==> config.mk <==
export PLATFORM = sky130hd
export DESIGN_NAME = fpc_flash_protect_ctrl
export DESIGN_NICKNAME = d
export VERILOG_FILES = /design/src/rtl/fpc_nv_store.sv /design/src/rtl/fpc_flash_protect_ctrl.sv
export SDC_FILE = /design/constraint.sdc
export NUM_CORES = 1
export LEC_CHECK = 0
export ABC_AREA = 0
export BUFFER_PORTS_ARGS = -buffer_cell sky130_fd_sc_hd__buf_2
export CORE_ASPECT_RATIO = 1.1
export CORE_MARGIN = 2
export CORE_UTILIZATION = 29
export DETAILED_ROUTE_END_ITERATION = 16
export GPL_ROUTABILITY_DRIVEN = 0
export SLEW_MARGIN = 25
export SYNTH_ARGS = -nofsm -noshare
export SYNTH_HDL_FRONTEND = slang
export SYNTH_HIERARCHICAL = 1
export SYNTH_SLANG_ARGS = --single-unit
==> constraint.sdc <==
create_clock -name clock -period 2.7 [get_ports clock]
set_clock_uncertainty 0.15 [all_clocks]
set_input_delay 0.54 -clock clock [delete_from_list [all_inputs] [get_ports clock]]
set_output_delay 0.54 -clock clock [all_outputs]
set_load 0.02 [all_outputs]
==> src/rtl/fpc_nv_store.sv <==
package fpc_pkg;
  typedef enum logic [1:0] {FPC_OPEN, FPC_PROTECTED, FPC_KILL} fpc_prot_t;
  typedef enum logic [1:0] {FPC_OP_READ, FPC_OP_WRITE, FPC_OP_ERASE_ROW, FPC_OP_ERASE_ALL} fpc_op_t;
  typedef enum logic [1:0] {FPC_SRC_CPU, FPC_SRC_SYS, FPC_SRC_DBG} fpc_src_t;
  typedef enum logic [1:0] {FPC_CMD_PROTECT, FPC_CMD_KILL, FPC_CMD_OPEN, FPC_CMD_ROWS} fpc_cmd_t;
  typedef enum logic [1:0] {FPC_IDLE, FPC_READ_WAIT, FPC_BUSY} fpc_fsm_t;
  localparam fpc_prot_t  FPC_SHIP_STATE      = FPC_OPEN;
  localparam logic [6:0] FPC_SLOW_SYSCLK_MHZ = 7'h18;
  localparam logic [6:0] FPC_FAST_SYSCLK_MHZ = 7'h30;
  localparam logic [1:0] FPC_WAIT_SLOW       = 2'h0;
  localparam logic [1:0] FPC_WAIT_FAST       = 2'h1;
endpackage : fpc_pkg

`timescale 1ns/1ps
module fpc_nv_store import fpc_pkg::*; #(
  parameter int ROWS = 8
) (
  input  wire logic            clock,
  input  wire logic            por_n,
  input  wire logic            boot_blank,
  input  wire fpc_prot_t       boot_state,
  input  wire logic [ROWS-1:0] boot_wp,
  input  wire logic [ROWS-1:0] boot_rp,
  input  wire logic            wr_state_en,
  input  wire fpc_prot_t       wr_state,
  input  wire logic            wr_rows_en,
  input  wire logic [ROWS-1:0] wr_wp,
  input  wire logic [ROWS-1:0] wr_rp,
  output fpc_prot_t            state_q,
  output logic [ROWS-1:0]      wp_q,
  output logic [ROWS-1:0]      rp_q,
  output logic                 persist_we
);
  typedef struct packed {
    fpc_prot_t       state;
    logic [ROWS-1:0] wp;
    logic [ROWS-1:0] rp;
    logic            we;
  } fpc_nv_t;

  fpc_nv_t s_r;
  fpc_nv_t s_nxt;

  always_comb begin
    s_nxt    = s_r;
    s_nxt.we = 1'b0;
    if (!por_n) begin
      s_nxt.state = boot_blank ? FPC_SHIP_STATE : boot_state;
      s_nxt.wp    = boot_blank ? '0 : boot_wp;
      s_nxt.rp    = boot_blank ? '0 : boot_rp;
    end else begin
      if (wr_state_en && s_r.state != FPC_KILL) begin
        s_nxt.state = wr_state;
        s_nxt.we    = 1'b1;
      end
      if (wr_rows_en) begin
        s_nxt.wp = wr_wp;
        s_nxt.rp = wr_rp;
        s_nxt.we = 1'b1;
      end
    end
  end

  // Deliberately untouched by the system reset; only power-on reloads it
  always_ff @(posedge clock) begin
    s_r <= s_nxt;
  end

  assign state_q    = s_r.state;
  assign wp_q       = s_r.wp;
  assign rp_q       = s_r.rp;
  assign persist_we = s_r.we;
endmodule : fpc_nv_store

==> src/rtl/fpc_flash_protect_ctrl.sv <==
`timescale 1ns/1ps
module fpc_flash_protect_ctrl import fpc_pkg::*; #(
  parameter int ROWS = 8,
  parameter int RW   = $clog2(ROWS)
) (
  input  wire logic            clock,
  input  wire logic            rstn,
  input  wire logic            por_n,
  input  wire logic            boot_blank,
  input  wire fpc_prot_t       boot_state,
  input  wire logic [ROWS-1:0] boot_wp,
  input  wire logic [ROWS-1:0] boot_rp,
  input  wire logic [6:0]      sysclk_mhz,
  input  wire logic            cmd_valid,
  input  wire fpc_cmd_t        cmd_code,
  input  wire logic [ROWS-1:0] cmd_wp,
  input  wire logic [ROWS-1:0] cmd_rp,
  output logic                 cmd_done,
  output logic                 cmd_rejected,
  input  wire logic            acc_valid,
  input  wire fpc_src_t        acc_src,
  input  wire fpc_op_t         acc_op,
  input  wire logic [RW-1:0]   acc_row,
  output logic                 acc_ready,
  output logic                 acc_done,
  output logic                 acc_denied,
  output logic                 fl_start,
  output fpc_op_t              fl_op,
  output logic [RW-1:0]        fl_row,
  input  wire logic            fl_done,
  output logic [1:0]           flash_wait_cycles,
  output logic                 dbg_port_enable,
  output fpc_prot_t            prot_state,
  output logic [ROWS-1:0]      row_wp,
  output logic [ROWS-1:0]      row_rp,
  output logic                 persist_we
);
  typedef struct packed {
    fpc_fsm_t      fsm;
    logic [1:0]    cnt;
    fpc_op_t       op;
    logic          erased;
    logic [1:0]    ws;
    logic          done;
    logic          denied;
    logic          fl_start;
    fpc_op_t       fl_op;
    logic [RW-1:0] fl_row;
    logic          cmd_done;
    logic          cmd_rej;
  } fpc_ctrl_t;

  fpc_ctrl_t s_r;
  fpc_ctrl_t s_nxt;

  logic            wr_state_en;
  fpc_prot_t       wr_state;
  logic            wr_rows_en;
  logic            take;
  logic            allow;
  logic            cmd_ok;

  fpc_nv_store #(
    .ROWS (ROWS)
  ) u_store (
    .clock       (clock),
    .por_n       (por_n),
    .boot_blank  (boot_blank),
    .boot_state  (boot_state),
    .boot_wp     (boot_wp),
    .boot_rp     (boot_rp),
    .wr_state_en (wr_state_en),
    .wr_state    (wr_state),
    .wr_rows_en  (wr_rows_en),
    .wr_wp       (cmd_wp),
    .wr_rp       (cmd_rp),
    .state_q     (prot_state),
    .wp_q        (row_wp),
    .rp_q        (row_rp),
    .persist_we  (persist_we)
  );

  assign take      = acc_valid && acc_ready;
  assign acc_ready = (s_r.fsm == FPC_IDLE);

  assign dbg_port_enable = (prot_state == FPC_OPEN);

  // Command decision: only the three legal moves change the state
  always_comb begin
    cmd_ok      = 1'b0;
    wr_state_en = 1'b0;
    wr_state    = prot_state;
    wr_rows_en  = 1'b0;
    if (cmd_valid) begin
      case (cmd_code)
        FPC_CMD_PROTECT: cmd_ok = (prot_state == FPC_OPEN);
        FPC_CMD_KILL:    cmd_ok = (prot_state == FPC_OPEN);
        FPC_CMD_OPEN:    cmd_ok = (prot_state == FPC_PROTECTED) && s_r.erased;
        FPC_CMD_ROWS:    cmd_ok = 1'b1;
        default:         cmd_ok = 1'b0;
      endcase
      if (cmd_ok && cmd_code != FPC_CMD_ROWS) begin
        wr_state_en = 1'b1;
        case (cmd_code)
          FPC_CMD_PROTECT: wr_state = FPC_PROTECTED;
          FPC_CMD_KILL:    wr_state = FPC_KILL;
          default:         wr_state = FPC_OPEN;
        endcase
      end
      wr_rows_en = cmd_ok && (cmd_code == FPC_CMD_ROWS);
    end
  end

  // Access decision per source
  always_comb begin
    allow = 1'b0;
    case (acc_src)
      FPC_SRC_SYS: allow = 1'b1;
      FPC_SRC_DBG: begin
        if (prot_state == FPC_OPEN) begin
          allow = 1'b1;
        end else if (prot_state == FPC_PROTECTED) begin
          allow = (acc_op == FPC_OP_ERASE_ALL);
        end else begin
          allow = 1'b0;
        end
      end
      default: allow = 1'b1;
    endcase
    if (acc_src != FPC_SRC_SYS) begin
      if (acc_op == FPC_OP_READ && row_rp[acc_row]) begin
        allow = 1'b0;
      end else if ((acc_op == FPC_OP_WRITE || acc_op == FPC_OP_ERASE_ROW) && row_wp[acc_row]) begin
        allow = 1'b0;
      end
    end
  end

  always_comb begin
    s_nxt          = s_r;
    s_nxt.done     = 1'b0;
    s_nxt.denied   = 1'b0;
    s_nxt.fl_start = 1'b0;
    s_nxt.cmd_done = cmd_valid;
    s_nxt.cmd_rej  = cmd_valid && !cmd_ok;
    s_nxt.ws = (sysclk_mhz > FPC_SLOW_SYSCLK_MHZ) ? FPC_WAIT_FAST : FPC_WAIT_SLOW;
    // Forget an old erase on entry, unless an erase-all finishes in that same cycle, so a fresh one is needed
    if (wr_state_en && wr_state == FPC_PROTECTED) begin
      s_nxt.erased = 1'b0;
    end
    case (s_r.fsm)
      FPC_IDLE: begin
        if (take) begin
          if (!allow) begin
            s_nxt.denied = 1'b1;
          end else if (acc_op == FPC_OP_READ) begin
            // Zero wait states: answer next cycle and stay ready
            if (s_r.ws == 2'h0) begin
              s_nxt.done = 1'b1;
            end else begin
              s_nxt.fsm = FPC_READ_WAIT;
              s_nxt.cnt = s_r.ws - 2'h1;
            end
          end else begin
            s_nxt.fsm      = FPC_BUSY;
            s_nxt.op       = acc_op;
            s_nxt.fl_start = 1'b1;
            s_nxt.fl_op    = acc_op;
            s_nxt.fl_row   = acc_row;
            if (acc_op == FPC_OP_WRITE) begin
              s_nxt.erased = 1'b0;
            end
          end
        end
      end
      FPC_READ_WAIT: begin
        if (s_r.cnt == 2'h0) begin
          s_nxt.fsm  = FPC_IDLE;
          s_nxt.done = 1'b1;
        end else begin
          s_nxt.cnt = s_r.cnt - 2'h1;
        end
      end
      FPC_BUSY: begin
        if (fl_done) begin
          s_nxt.fsm  = FPC_IDLE;
          s_nxt.done = 1'b1;
          if (s_r.op == FPC_OP_ERASE_ALL) begin
            s_nxt.erased = 1'b1;
          end
        end
      end
      default: s_nxt.fsm = FPC_IDLE;
    endcase
  end

  always_ff @(posedge clock) begin
    if (!rstn) begin
      s_r <= '{fsm: FPC_IDLE, cnt: 2'h0, op: FPC_OP_READ, erased: 1'b0, ws: FPC_WAIT_SLOW, done: 1'b0,
               denied: 1'b0, fl_start: 1'b0, fl_op: FPC_OP_READ, fl_row: '0, cmd_done: 1'b0, cmd_rej: 1'b0};
    end else begin
      s_r <= s_nxt;
    end
  end

  assign acc_done          = s_r.done;
  assign acc_denied        = s_r.denied;
  assign fl_start          = s_r.fl_start;
  assign fl_op             = s_r.fl_op;
  assign fl_row            = s_r.fl_row;
  assign cmd_done          = s_r.cmd_done;
  assign cmd_rejected      = s_r.cmd_rej;
  assign flash_wait_cycles = s_r.ws;

  a_blank_ships_open: assert property (@(posedge clock)
    !por_n && boot_blank |=> prot_state == FPC_OPEN && dbg_port_enable)
    else $error("blank part did not come up open");

  a_protect_from_open: assert property (@(posedge clock) disable iff (!rstn || !por_n)
    cmd_valid && cmd_code == FPC_CMD_PROTECT && prot_state == FPC_OPEN
    |=> prot_state == FPC_PROTECTED && cmd_done && !cmd_rejected)
    else $error("open to protected not taken");

  a_dbg_protect_deny: assert property (@(posedge clock) disable iff (!rstn || !por_n)
    take && acc_src == FPC_SRC_DBG && prot_state == FPC_PROTECTED && acc_op != FPC_OP_ERASE_ALL
    |=> acc_denied && !fl_start && !acc_done)
    else $error("debug access served while protected");

  a_open_needs_erase: assert property (@(posedge clock) disable iff (!rstn || !por_n)
    $past(prot_state) == FPC_PROTECTED && prot_state == FPC_OPEN |-> $past(s_r.erased))
    else $error("protected left without full erase");

  a_kill_from_open: assert property (@(posedge clock) disable iff (!rstn || !por_n)
    cmd_valid && cmd_code == FPC_CMD_KILL && prot_state == FPC_OPEN |=> prot_state == FPC_KILL ##1 !dbg_port_enable)
    else $error("open to kill not taken");

  a_kill_port_off: assert property (@(posedge clock) disable iff (!rstn)
    prot_state == FPC_KILL |-> !dbg_port_enable)
    else $error("debug port enabled in kill");

  a_kill_no_erase: assert property (@(posedge clock) disable iff (!rstn || !por_n)
    take && acc_src == FPC_SRC_DBG && prot_state == FPC_KILL |=> acc_denied && !fl_start)
    else $error("external request served in kill");

  a_kill_is_final: assert property (@(posedge clock) disable iff (!rstn || !por_n)
    prot_state == FPC_KILL |=> prot_state == FPC_KILL)
    else $error("kill state was left");

  a_row_write_block: assert property (@(posedge clock) disable iff (!rstn || !por_n)
    take && acc_src == FPC_SRC_CPU && acc_op == FPC_OP_WRITE && row_wp[acc_row] |=> acc_denied && !fl_start)
    else $error("write to protected row served");

  a_sys_always_served: assert property (@(posedge clock) disable iff (!rstn)
    take && acc_src == FPC_SRC_SYS |=> !acc_denied)
    else $error("system call access refused");

  a_fast_read_wait: assert property (@(posedge clock) disable iff (!rstn)
    take && acc_src == FPC_SRC_SYS && acc_op == FPC_OP_READ && flash_wait_cycles == FPC_WAIT_FAST
    |=> !acc_done ##1 acc_done)
    else $error("read at 48 MHz not one wait state");

  a_slow_read_wait: assert property (@(posedge clock) disable iff (!rstn)
    take && acc_src == FPC_SRC_SYS && acc_op == FPC_OP_READ && flash_wait_cycles == FPC_WAIT_SLOW |=> acc_done)
    else $error("read at 24 MHz not zero wait");

  a_illegal_move: assert property (@(posedge clock) disable iff (!rstn || !por_n)
    cmd_valid && cmd_code != FPC_CMD_ROWS && prot_state != FPC_OPEN
    && !(cmd_code == FPC_CMD_OPEN && prot_state == FPC_PROTECTED && s_r.erased)
    |=> cmd_rejected && prot_state == $past(prot_state))
    else $error("illegal state move accepted");

  a_state_survives: assert property (@(posedge clock) disable iff (!por_n)
    !rstn && !wr_state_en |=> prot_state == $past(prot_state))
    else $error("system reset changed protection state");

  a_persist_on_cmd: assert property (@(posedge clock) disable iff (!rstn || !por_n)
    cmd_valid |=> persist_we == !cmd_rejected)
    else $error("store save strobe does not match command outcome");

  a_read_no_flash: assert property (@(posedge clock) disable iff (!rstn || !por_n)
    take && acc_op == FPC_OP_READ |=> !fl_start)
    else $error("read started a flash program cycle");

  a_open_dbg_served: assert property (@(posedge clock) disable iff (!rstn || !por_n)
    take && acc_src == FPC_SRC_DBG && prot_state == FPC_OPEN && !row_rp[acc_row] && !row_wp[acc_row]
    |=> !acc_denied)
    else $error("debug access refused while open");

  a_erase_rec_clear: assert property (@(posedge clock) disable iff (!rstn || !por_n)
    cmd_valid && cmd_code == FPC_CMD_PROTECT && prot_state == FPC_OPEN
    && !(s_r.fsm == FPC_BUSY && fl_done) |=> !s_r.erased)
    else $error("old erase kept on entering protected");
endmodule : fpc_flash_protect_ctrl

# Word level (Yosys, flattened, before mapping)
# Index checks and enable logic that the tools add are counted.
dict set report totals {
  latch_bits 0
  out_inout_bits 33
  mem_bits_rw 0
  memories 0
  ff_bits 36
  rom_bits 0
  wordCells 122
  inputBits 57
}
dict set report classes {
  mux 53
  reduce_logical 24
  n_shift 0
  div_mod_pow 0
  n_bitwise 1
  n_mul 0
  eq_ne 25
  n_lt_le_gt_ge 2
  n_addsub 2
}
# op count
set ops {}
lappend ops {{1-bit 2-to-1 mux} 25}
lappend ops {{8-bit 2-to-1 mux} 3}
lappend ops {{18-bit 2-to-1 mux} 1}
lappend ops {{2-bit 2-to-1 mux} 9}
lappend ops {{17-bit 2-to-1 mux} 1}
lappend ops {{2-bit equality test (second input constant)} 7}
lappend ops {{7-bit 2-to-1 mux} 2}
lappend ops {{2-bit zero test} 6}
lappend ops {{6-bit 2-to-1 mux} 2}
lappend ops {{2-bit by 1-bit inequality test with 1-bit output (second input constant)} 6}
lappend ops {{2-bit inequality test (second input constant)} 6}
lappend ops {{2-bit by 1-bit equality test with 1-bit output (second input constant)} 5}
lappend ops {{1-bit logical AND} 9}
lappend ops {{2-bit case mux with 2 select lines} 2}
lappend ops {{4-bit AND reduction} 2}
lappend ops {{7-bit by 5-bit > comparator with 1-bit output (second input constant)} 1}
lappend ops {{1-bit binary-select mux with 3-bit select} 2}
lappend ops {{1-bit case mux with 3 select lines} 2}
lappend ops {{2-bit case mux with 3 select lines} 1}
lappend ops {{6-bit AND reduction} 1}
lappend ops {{5-bit AND reduction} 1}
lappend ops {{3-bit by 4-bit < comparator with 1-bit output (second input constant)} 1}
lappend ops {{4-bit 2-to-1 mux} 1}
lappend ops {{2-bit by 1-bit subtractor with 2-bit output (second input constant)} 2}
lappend ops {{9 further kinds} 9}

# Logic depth before layout (Yosys ltp)
# Gate-level depths: netlist of the first run.
dict set report depth {
  word_depth 15
  mapped_depth 7
  depth_no_buf 7
}

# By module
# Netlist of the first run, hierarchy kept.
# mod cells_each instances area_each_um2 seq_area_each_um2
set by_module_without_submodules {}
lappend by_module_without_submodules {fpc_flash_protect_ctrl 110 1 992.2 320.3}
lappend by_module_without_submodules {fpc_nv_store 51 1 805.8 560.5}

# Least setup slack after synthesis of the first run
# Ideal clock, no wire load.
dict set report synth_path {
  path_kind {input to register}
  startpoint {in acc_row[0]}
  endpoint {reg s_r (netlist bit fl_op[0])}
  required_ns 2.478
  path_stages 6
  arrival_ns 2.144
  setup_ns 0.072
  path_buffers 1
  slack_ns 0.334
  path_cell_list {buf_2 > mux4_2 > a22oi_1 > a41oi_2 > nor3_4 > mux2i_1}
}
dict set report synth_between {
  elab_chain_len 7
  word_cells_on_any_way 10
  cone_classes {7 x mux; 3 x reduce/logical}
}
# element line_no
set synth_rtl {}
lappend synth_rtl {{from (decl)} fpc_flash_protect_ctrl.sv:23} ;# input wire logic [RW-1:0] acc_row,
lappend synth_rtl {{1-bit binary-select mux with 3-bit select} fpc_flash_protect_ctrl.sv:133} ;# end else if ((acc_op == FPC_OP_WRITE || acc_op == FPC_OP_ERASE_ROW) && row_wp[acc_row]) begin
lappend synth_rtl {{1-bit 2-to-1 mux (not written as such)} fpc_flash_protect_ctrl.sv:133}
lappend synth_rtl {{1-bit logical AND} fpc_flash_protect_ctrl.sv:133}
lappend synth_rtl {{1-bit 2-to-1 mux} fpc_flash_protect_ctrl.sv:133}
lappend synth_rtl {{1-bit 2-to-1 mux *} fpc_flash_protect_ctrl.sv:131} ;# if (acc_op == FPC_OP_READ && row_rp[acc_row]) begin
lappend synth_rtl {{1-bit 2-to-1 mux *} fpc_flash_protect_ctrl.sv:130} ;# if (acc_src != FPC_SRC_SYS) begin
lappend synth_rtl {{4-bit AND reduction (no source line) *} -}
lappend synth_rtl {{to (signal assigned)} fpc_flash_protect_ctrl.sv:199} ;# s_r <= '{fsm: FPC_IDLE, cnt: 2'h0, op: FPC_OP_READ, erased: 1'b0, ws: FPC_WAIT_SLOW, done: 1'b0,
lappend synth_rtl {{to (signal assigned)} fpc_flash_protect_ctrl.sv:202} ;# s_r <= s_nxt;
lappend synth_rtl {{to (decl)} fpc_flash_protect_ctrl.sv:53} ;# fpc_ctrl_t s_r;
# Mark *: on every way between the ends. The rest lies on a longest branch, timed or not. The select of a mux whose other input is x is not followed.
# A chain may end at the register's enable or synchronous reset.

# Worst setup path after layout of the first run
dict set report layout_path {
  startpoint {in acc_row[0]}
  endpoint {reg s_r (netlist bit fl_row[0])}
}
dict set report layout_between {
  elab_chain_len 7
  word_cells_on_any_way 10
  cone_classes {7 x mux; 3 x reduce/logical}
}
# element line_no
set layout_rtl {}
lappend layout_rtl {{1-bit binary-select mux with 3-bit select} fpc_flash_protect_ctrl.sv:133}
lappend layout_rtl {{1-bit 2-to-1 mux (not written as such)} fpc_flash_protect_ctrl.sv:133}
lappend layout_rtl {{1-bit logical AND} fpc_flash_protect_ctrl.sv:133}
lappend layout_rtl {{1-bit 2-to-1 mux} fpc_flash_protect_ctrl.sv:133}
lappend layout_rtl {{1-bit 2-to-1 mux} fpc_flash_protect_ctrl.sv:131}
lappend layout_rtl {{1-bit 2-to-1 mux} fpc_flash_protect_ctrl.sv:130}
lappend layout_rtl {{4-bit AND reduction (no source line)} -}
# Parallel ways exist; a longest one is shown, timed or not. The select of a mux whose other input is x is not followed.

==> out/metrics.cfg, run 1 <==
[drt]
wl_met3_um=365
via_per_inst=4.56
vias=1476
met1Wirelength_um=1660
wl_met2_um=1940
first_iter_violations=112
wl_per_cell_um=12.4
wl_um=4010
first_pass_iters=4
ant_nets=0
highest_layer=met4
drc=0

[cts]
clk_pin_slew_ns=0.07
root_buffer=clkbuf_8
clockBufferDepth=2
htreeDepth=2
post_cts_resized=0
clock_latency_ns=0.28
cts_buffers=5
cts_tree=built
post-cts-setup-buffers=0
cts_hold_buf=0
cts_sinks=35

[floorplan]
die_area_um2=6850
start_util_pct=29.6
die_y_um=86.6
fp-row-count=30
ios=90
die_w_um=79.1
core_um2=6080

[power_and_ir_drop]
power_frac_clock_pct=33.7
switching_share_pct=26.9
p_int_uw=976
p_seq_share_pct=47.1
vdd_ir_drop_max_mv=0.214
power_switching_uw=360
power.density_nw_per_um2=566
total_leakage_power_nw=1.06
combPwrFrac_pct=19.2

[critical_path]
cpLargestDelayFamily=multiplexers
crit_fanout=8
cp-end-kind=flop
start_kind=primary input
critPathArrivalTime_ns=2.35
path_cells=buf_2, mux4_2, a22oi_1, a41oi_2, nor3_4, mux2i_1
reg2reg_depth=5
slowest_delay_ns=0.51
cp_num_buf_inv=1
required_ns=2.76
cp_slowest_cell=mux4_2
cp-startpoint=acc_row[0]
worst-setup-path-type=in2reg
rr_endpoint=fl_row[0]
r2r_slack_ns=0.50
reg2reg_from=u_store/wp_q[3]

[finish]
layout-drive-gt1-share_pct=42.6
fillers=652
regArea_um2=881
multi_input_area_um2=802
final_net_count=304
antennaDiodeCount=0
final_design_area_no_fill_um2=2360
area_growth_pct=31.2

[place]
dp_hpwl_um=3290
port_buffers=88
postPlaceCellArea_um2=2250

[sta]
setup_viol=0
tightest_slew_ns=0.639
rsz0062_at_grt=false
tns_ns=0
min_period_over_period_pct=84.5
period_needed_ns=2.28
fmaxAchievable_mhz=438
slew_headroom_pct=57.4
drv_slew=0
hold_viol=0

[min_path]
worstHoldStart=fl_row[1]
hold_depth=2
min_path_type=reg2reg
hold-path-endpoint=fl_row[1]

[synth]
synthDistinctLibCells=39
ys_top_cells_by_area=edfxtp_1 30%, dfxtp_1 19%, a22o_1 8.8%
synth_seq_cells=35
synth_nets=222
synth_top_area_cell=edfxtp_1
synthesis.area_um2=1800
yosys.area.top_type_share_pct=30.1
synth_area_per_cell_um2=11.2
synthCells=161
yosysWarnings=6
ys_seq_area_share_pct=49.0

[grt]
overflow=0
grt_pass1_vias=1406
grt_first_pass_wirelength_um=6630
gr-usage-all-layers_pct=12.5
grt_max_degree=23
antenna_found_initial=0

[flow_run]
drv_cap=0

[outcome]
status=complete, no violations

-- per-stage QoR --
stage | setup WS [ns] | std cells | hold slack, ns | power (mW) | util, %
floorplan | 0.334 | 161 | 0.285 | 0.803 | -
global placement | 0.177 | 316 | 0.293 | 0.900 | 36.9
detailed placement | 0.0915 | 316 | 0.305 | 0.903 | 36.9
CTS | 0.392 | 324 | 0.315 | 1.36 | 38.8
global route | 0.236 | 324 | 0.323 | 1.41 | 38.8
finish | 0.419 | 324 | 0.311 | 1.34 | 38.8
-- worst register-to-register path: stages (launching register included) --
cell,delay (ns)
edfxtp_1,0.40
mux4_2,0.47
a22oi_1,0.22
a41oi_2,0.22
nor3_4,0.44
mux2i_1,0.24
-- logic make-up (layout without fill, tap and decap cells) --
group	count (synthesis)	count (layout)	synth area share [%]
other	1	1	0.209
multiplexers	11	11	8.91
buffers and inverters	19	102	6.40
adder cells (fa/ha/maj)	4	4	2.78
flip-flops	35	35	49.0
AND/OR/NAND/NOR	56	56	17.1
AO/OA/AOI/OAI	35	35	15.6
-- flip-flops by register name, indices dropped and copies added (netlist names) --
signal              count
acc_denied              1
fl_start                1
u_store/persist_we      1
flash_wait_cycles       1
u_store/wp_q            8
cmd_done                1
s_r                     5
acc_done                1
u_store/state_q         2
fl_op                   2
fl_row                  3
cmd_rejected            1
u_store/rp_q            8
-- cells in the final DEF, fill, tap and decap left out, types with 2 or more instances in the layout --
| cell type | Yosys | routed |
|---|---|---|
| a21oi_1 | 2 | 2 |
| and3_1 | 2 | 2 |
| mux2i_1 | 7 | 7 |
| nor2b_1 | 9 | 9 |
| nand3_1 | 2 | 2 |
| dfxtp_1 | 17 | 17 |
| o21ai_0 | 4 | 4 |
| nor2_1 | 5 | 5 |
| and2_1 | 4 | 4 |
| nand3b_1 | 2 | 2 |
| mux4_2 | 4 | 4 |
| clkbuf_8 | 0 | 6 |
| edfxtp_1 | 18 | 18 |
| buf_2 | 2 | 88 |
| nand2b_1 | 3 | 3 |
| a22o_1 | 18 | 18 |
| ha_1 | 4 | 4 |
| nand2_1 | 20 | 20 |
| inv_1 | 6 | 6 |
| o21a_1 | 2 | 2 |
| nand4_1 | 2 | 2 |
| o31ai_1 | 2 | 2 |
-- power by group through the flow --
stage,logic [mW],clock network (mW),registers (mW)
2_1_floorplan,0.126,0,0.677
3_3_place_gp,0.257,0,0.642
3_5_place_dp,0.260,0,0.643
4_1_cts,0.261,0.465,0.631
5_1_grt,0.284,0.488,0.636
6_report,0.257,0.450,0.629
-- layout make-up --
cell class / instances / area share, %
well taps: 80 / 4.24
clock buffers: 7 / 4.56
clock inverters: 1 / 0.212
multi-input cells: 107 / 34.0
inverters: 6 / 0.955
repair buffers: 88 / 18.7
flip-flops and latches: 35 / 37.3
-- layer usage --
| metal | up-vias | track usage [%] |
|---|---|---|
| met2 | 63 | 20.7 |
| met4 | 0 | 3.76 |
| li1 | 748 | - |
| met1 | 659 | 15.1 |
| met3 | 6 | 4.90 |
| met5 | - | 0 |
-- worst max-delay path by stage --
stage | to | slack, ns | cells past startpoint
finish | fl_row[0] | 0.42 | 6
global placement | fl_op[1] | 0.18 | 6
floorplan | fl_op[0] | 0.33 | 6
CTS | fl_row[0] | 0.39 | 6
detailed placement | fl_row[0] | 0.09 | 6
global route | fl_row[0] | 0.24 | 6
-- cells in the mapped netlist --
master and n:
o21a_1 2, dfxtp_1 17, clkbuf_1 2, nand2b_1 3, a22o_1 18, buf_2 2
a41oi_2 1, o311a_1 1, or2b_1 1, o21ai_1 1, mux4_2 4, o31ai_1 2
a21oi_1 2, mux2i_1 7, conb_1 1, nor2_1 5, and2_4 1, a22oi_1 1
o21ai_0 4, and2_1 4, nor3_4 1, nor2b_1 9, a31oi_1 1, nand3_1 2
buf_4 7, and4_1 1, inv_1 6, buf_6 2, nor2_2 1, and3_1 2
nor3b_1 1, nand4_1 2, o41ai_1 1, nand3b_1 2, ha_1 4, edfxtp_1 18
nor4b_1 1, nand2_1 20, o31a_1 1
Note: power is estimated with default switching activity, not from simulation.
==> inputs of run 2 (changes only) <==
- clock period: 2.7 -> 2.4 ns (I/O delays scaled with it)
==> run 2 against run 1 <==
  * Setup slack got worse by 0.11 ns
  * Total power rose by 4.8%
  * Critical path type unchanged
  * Global-route usage rose by 0.13 points
  * Critical path depth rose by 1
  * Die area did not move
  * Count of clock-buffer cells in the layout fell by 1
  * Hold slack got worse by 0.039 ns
  * Core utilization fell by 0.21 points
  * First-iteration DRC count fell by 28%
==> out/metrics.cfg, run 2 (synthesis gave the netlist of run 1 again) <==
[outcome]
status=complete, no violations

[cts]
clk_pin_slew_ns=0.07  ; about the same
cts_sinks=35  ; unchanged
clockBufferDepth=2  ; unchanged
cts_hold_buf=0  ; unchanged
cts_buffers=5  ; unchanged
post-cts-setup-buffers=0  ; unchanged
post_cts_resized=0  ; unchanged
cts_tree=built
htreeDepth=2  ; unchanged
root_buffer=clkbuf_8
clock_latency_ns=0.28  ; about the same

[power_and_ir_drop]
power_mw=1.40  ; +4.8%
power.density_nw_per_um2=597  ; +5.4%
vdd_ir_drop_max_mv=0.290  ; +35%
total_leakage_power_nw=1.05  ; -0.98%

[place]
placed_cells=317  ; +0.32%
postPlaceCellArea_um2=2270  ; +0.89%
dp_hpwl_um=3230  ; -1.7%
port_buffers=88  ; unchanged

[grt]
grt_pass1_vias=1424  ; +1.3%
antenna_found_initial=0  ; unchanged
grt-busiest-layer=met2
use_met3_pct=5.10  ; +0.21 points
grt_first_pass_wirelength_um=6670  ; +0.53%
met2_usage_pct=20.9  ; +0.15 points
grt_max_degree=23  ; unchanged
overflow=0  ; unchanged
met1_usage_pct=15.2  ; +0.080 points
gr-usage-all-layers_pct=12.7  ; +0.13 points

[sta]
min_period_over_period_pct=87.1
tns_ns=0  ; unchanged
period_needed_ns=2.09
hold_viol=0  ; unchanged
slew_headroom_pct=56.0  ; -1.5 points
fmaxAchievable_mhz=478
drv_slew=0  ; unchanged
rsz0062_at_grt=false
tightest_slew_ns=0.660  ; +0.0212 ns
setup_viol=0  ; unchanged

[finish]
mostFrequentLayoutCells=88 x buf_2, 20 x nand2_1, 18 x a22o_1, 18 x edfxtp_1, 17 x dfxtp_1
area_growth_pct=30.5
layout-drive-gt1-share_pct=41.6  ; -0.99 points
final_design_area_no_fill_um2=2350  ; -0.53%
final_net_count=305  ; +0.33%
antennaDiodeCount=0  ; unchanged
final_cells=325  ; +0.31%
final_common_cell=buf_2

[critical_path]
worst-setup-path-type=in2reg
start_kind=primary input
r2r_slack_ns=0.33  ; -0.17 ns
crit_fanout=8  ; unchanged
required_ns=2.46  ; -0.30 ns
critPathArrivalTime_ns=2.15  ; -0.20 ns
cp-end-kind=flop

[drt]
wl_per_cell_um=12.2  ; -1.3%
vias=1477  ; +0.068%
first_iter_violations=81  ; -28%
ant_nets=0  ; unchanged
first_pass_iters=4  ; unchanged
wl_um=3970  ; -1.0%
via_per_inst=4.54  ; -0.24%
drc=0  ; unchanged

[floorplan]
die_y_um=86.6  ; unchanged
core_um2=6080  ; unchanged
die_area_um2=6850  ; unchanged
ios=90  ; unchanged
fp-row-count=30  ; unchanged
die_w_um=79.1  ; unchanged
start_util_pct=29.6  ; unchanged

[flow_run]
drv_cap=0  ; unchanged

[min_path]
min_path_type=in2reg

==> run 2: changes by cell type in the layout (fill, tap and decap cells not counted), sizes merged <==
cell    delta
clkbuf     -1
buf        +1
clkinv     +1
==> run 2: layout make-up <==
class | instances | area, um^2
multi-input combinational | 107 | 802
clock inverter | 2 | 7.51
inverter | 6 | 22.5
clock buffer | 6 | 72.6
sequential | 35 | 881
tap | 80 | 100
timing repair buffer | 89 | 460
fill | 651 | 3730
==> run 2: final timing paths <==
check        cells past startpoint       startpoint              endpoint
min                              2    sysclk_mhz[5]  flash_wait_cycles[0]
max                              7       acc_row[0]              fl_op[1]
min reg2reg                      2        fl_row[0]             fl_row[0]
max reg2reg                      6  u_store/wp_q[3]              fl_op[1]
==> run 2: power breakdown <==
group          total [mW]  switching (mW)  leakage (nW)  internal [mW]
combinational       0.297           0.165         0.692          0.132
clock               0.396           0.198        0.0403          0.198
sequential          0.708          0.0283         0.317          0.680
total                1.40           0.391          1.05           1.01
==> run 2: routing by layer <==
metal | vias up | routed length [um]
met4 | 0 | 43
met2 | 69 | 1900
li1 | 753 | -
met5 | - | 0
met1 | 650 | 1640
met3 | 5 | 394
==> run 2: per-stage QoR <==
stage	setup WS, ns	util, %	hold WS (ns)
after detailed placement	-0.00337	37.3	0.300
after CTS	0.293	38.6	0.268
after global routing	0.0845	38.6	0.283
after global placement	0.0283	37.3	0.293
final	0.309	38.6	0.272
after floorplan	0.0943	-	0.285
==> run 2: critical path: stages <==
cell	delay, ns
buf_2	0.17
mux4_2	0.51
a22oi_1	0.20
a41oi_2	0.22
nor3_4	0.25
buf_12	0.15
mux2i_1	0.16
==> inputs of run 3 (changes only) <==
--- a/config.mk
+++ b/config.mk
@@ -13,4 +13,5 @@
 export DETAILED_ROUTE_END_ITERATION = 16
 export GPL_ROUTABILITY_DRIVEN = 0
+export SKIP_LAST_GASP = 1
 export SLEW_MARGIN = 25
 export SYNTH_ARGS = -nofsm -noshare
==> constraint.sdc (replaced) <==
create_clock -name clock -period 2.4 [get_ports clock]
set_clock_uncertainty 0.15 [all_clocks]
set_input_delay 0.24 -clock clock [delete_from_list [all_inputs] [get_ports clock]]
set_output_delay 0.24 -clock clock [all_outputs]
set_load 0.02 [all_outputs]
==> run 3 against run 2 <==
  * Sequential power fell by 0.6%
  * First-iteration DRC count is 15% higher
  * Non-clock buffer count unchanged
  * Setup slack got worse by 0.11 ns
  * Critical path depth decreased by 2
  * Sequential share of layout area rose by 0.20 points
  * Total power decreased by 0.49%
==> out/metrics.cfg, run 3 (synthesis gave the netlist of run 1 again) <==
[power_and_ir_drop]
power.density_nw_per_um2=597  ; about the same
power_switching_uw=389  ; -0.51%
total_leakage_power_nw=1.05  ; -0.36%
p_seq_share_pct=50.5  ; about the same
switching_share_pct=27.9  ; about the same
vdd_ir_drop_max_mv=0.414  ; +43%
combPwrFrac_pct=21.2  ; about the same
power_frac_clock_pct=28.3  ; about the same
p_int_mw=1.00  ; -0.49%

[flow_run]
drv_cap=0  ; unchanged

[place]
port_buffers=88  ; unchanged
dp_hpwl_um=3290  ; +1.9%
placed_cells=317  ; unchanged

[critical_path]
required_ns=2.45  ; about the same
crit_fanout=8  ; unchanged
cpLargestDelayFamily=multiplexers
reg2reg_from=u_store/wp_q[6]
path_cells=mux4_2, a22oi_1, a41oi_2, nor3_4, mux2i_1
reg2reg_depth=5  ; -1
worst-setup-path-type=reg2reg
r2r_slack_ns=0.20  ; -0.13 ns
cp-end-kind=flop
start_kind=flop
slowest_delay_ns=0.47  ; -0.04 ns
cp_slowest_cell=mux4_2
cp_num_buf_inv=0  ; -2
rr_endpoint=fl_row[0]
critPathArrivalTime_ns=2.25  ; +0.10 ns

[cts]
cts_sinks=35  ; unchanged
cts_buffers=5  ; unchanged
clockBufferDepth=2  ; unchanged
clock_latency_ns=0.28  ; about the same
root_buffer=clkbuf_8
clk_pin_slew_ns=0.07  ; about the same
post-cts-setup-buffers=0  ; unchanged
htreeDepth=2  ; unchanged
cts_hold_buf=0  ; unchanged
cts_tree=built
post_cts_resized=0  ; unchanged

[floorplan]
ios=90  ; unchanged
core_um2=6080  ; unchanged
fp-row-count=30  ; unchanged
die_y_um=86.6  ; unchanged
die_w_um=79.1  ; unchanged
start_util_pct=29.6  ; unchanged
die_area_um2=6850  ; unchanged

[finish]
mostFrequentLayoutCells=88 x buf_2, 20 x nand2_1, 18 x a22o_1, 18 x edfxtp_1, 17 x dfxtp_1
final_net_count=305  ; unchanged
fillers=642  ; -1.4%
final_cells=325  ; unchanged
final_common_cell=buf_2
antennaDiodeCount=0  ; unchanged
layout-drive-gt1-share_pct=41.6  ; unchanged
area_growth_pct=29.8

[sta]
period_needed_ns=2.20  ; +0.105 ns
rsz0062_at_grt=false
hold_viol=0  ; unchanged
min_period_over_period_pct=91.5  ; +4.4 points
tns_ns=0  ; unchanged
drv_slew=0  ; unchanged
setup_viol=0  ; unchanged
slew_headroom_pct=56.2  ; +0.24 points
fmaxAchievable_mhz=455  ; -4.8%
tightest_slew_ns=0.657  ; -0.00296 ns

[drt]
wl_per_cell_um=12.3  ; +0.63%
vias=1469  ; -0.54%
first_pass_iters=5  ; +1
ant_nets=0  ; unchanged
wl_um=4000  ; +0.63%
via_per_inst=4.52  ; -0.54%
drc=0  ; unchanged
first_iter_violations=93  ; +15%

[min_path]
worstHoldStart=sysclk_mhz[5]
hold_depth=2  ; unchanged
hold-path-endpoint=flash_wait_cycles[0]
min_path_type=in2reg

[grt]
grt_pass1_vias=1353  ; -5.0%
grt_first_pass_wirelength_um=6400  ; -3.9%
grt_max_degree=23  ; unchanged
antenna_found_initial=0  ; unchanged
gr-usage-all-layers_pct=12.2  ; -0.49 points
overflow=0  ; unchanged

[outcome]
status=complete, no violations

==> run 3: how the worst max path moves through the flow <==
stage	depth (start not counted)	end	start
finish	5	fl_row[0]	u_store/wp_q[6]
global route	5	fl_row[0]	u_store/wp_q[6]
CTS	5	fl_row[0]	u_store/wp_q[3]
detailed placement	6	fl_row[0]	acc_row[0]
global placement	6	fl_op[1]	acc_row[0]
floorplan	5	fl_op[0]	u_store/wp_q[3]
==> run 3: metrics by stage <==
step           hold WS [ns]  utilization, %  setup WS, ns  power [mW]  instance area [um^2]
6_report             0.0299            38.4         0.204        1.39                  2330
5_1_grt              0.0411            38.4       0.00326        1.48                  2330
4_1_cts              0.0242            38.4         0.193        1.42                  2330
3_5_place_dp          0.301            37.1         0.104        1.02                  2250
3_3_place_gp          0.293            37.1         0.170        1.01                  2250
2_1_floorplan         0.222               -         0.275       0.903                  1800
==> run 3: power by group through the flow <==
stage / Combinational [mW] / Clock (mW) / Sequential (mW)
floorplan: 0.142 / 0 / 0.761
global placement: 0.296 / 0 / 0.718
detailed placement: 0.299 / 0 / 0.719
CTS: 0.300 / 0.411 / 0.706
global route: 0.327 / 0.438 / 0.712
finish: 0.295 / 0.395 / 0.704
==> run 3: routing by layer <==
metal	up-vias	global-route usage (%)	routed length (um)
li1	752	-	-
met1	649	14.2	1640
met2	64	20.6	1960
met3	4	4.79	366
met4	0	3.76	33
met5	-	0	0
==> run 3: area by class of cell <==
type | count | area [um^2] | share of cell area [%]
Inverter | 6 | 22.5 | 0.965
Clock inverter | 2 | 7.51 | 0.322
Timing Repair Buffer | 89 | 448 | 19.2
Clock buffer | 6 | 72.6 | 3.11
Multi-Input combinational cell | 107 | 802 | 34.4
Tap cell | 80 | 100 | 4.29
Sequential cell | 35 | 881 | 37.7
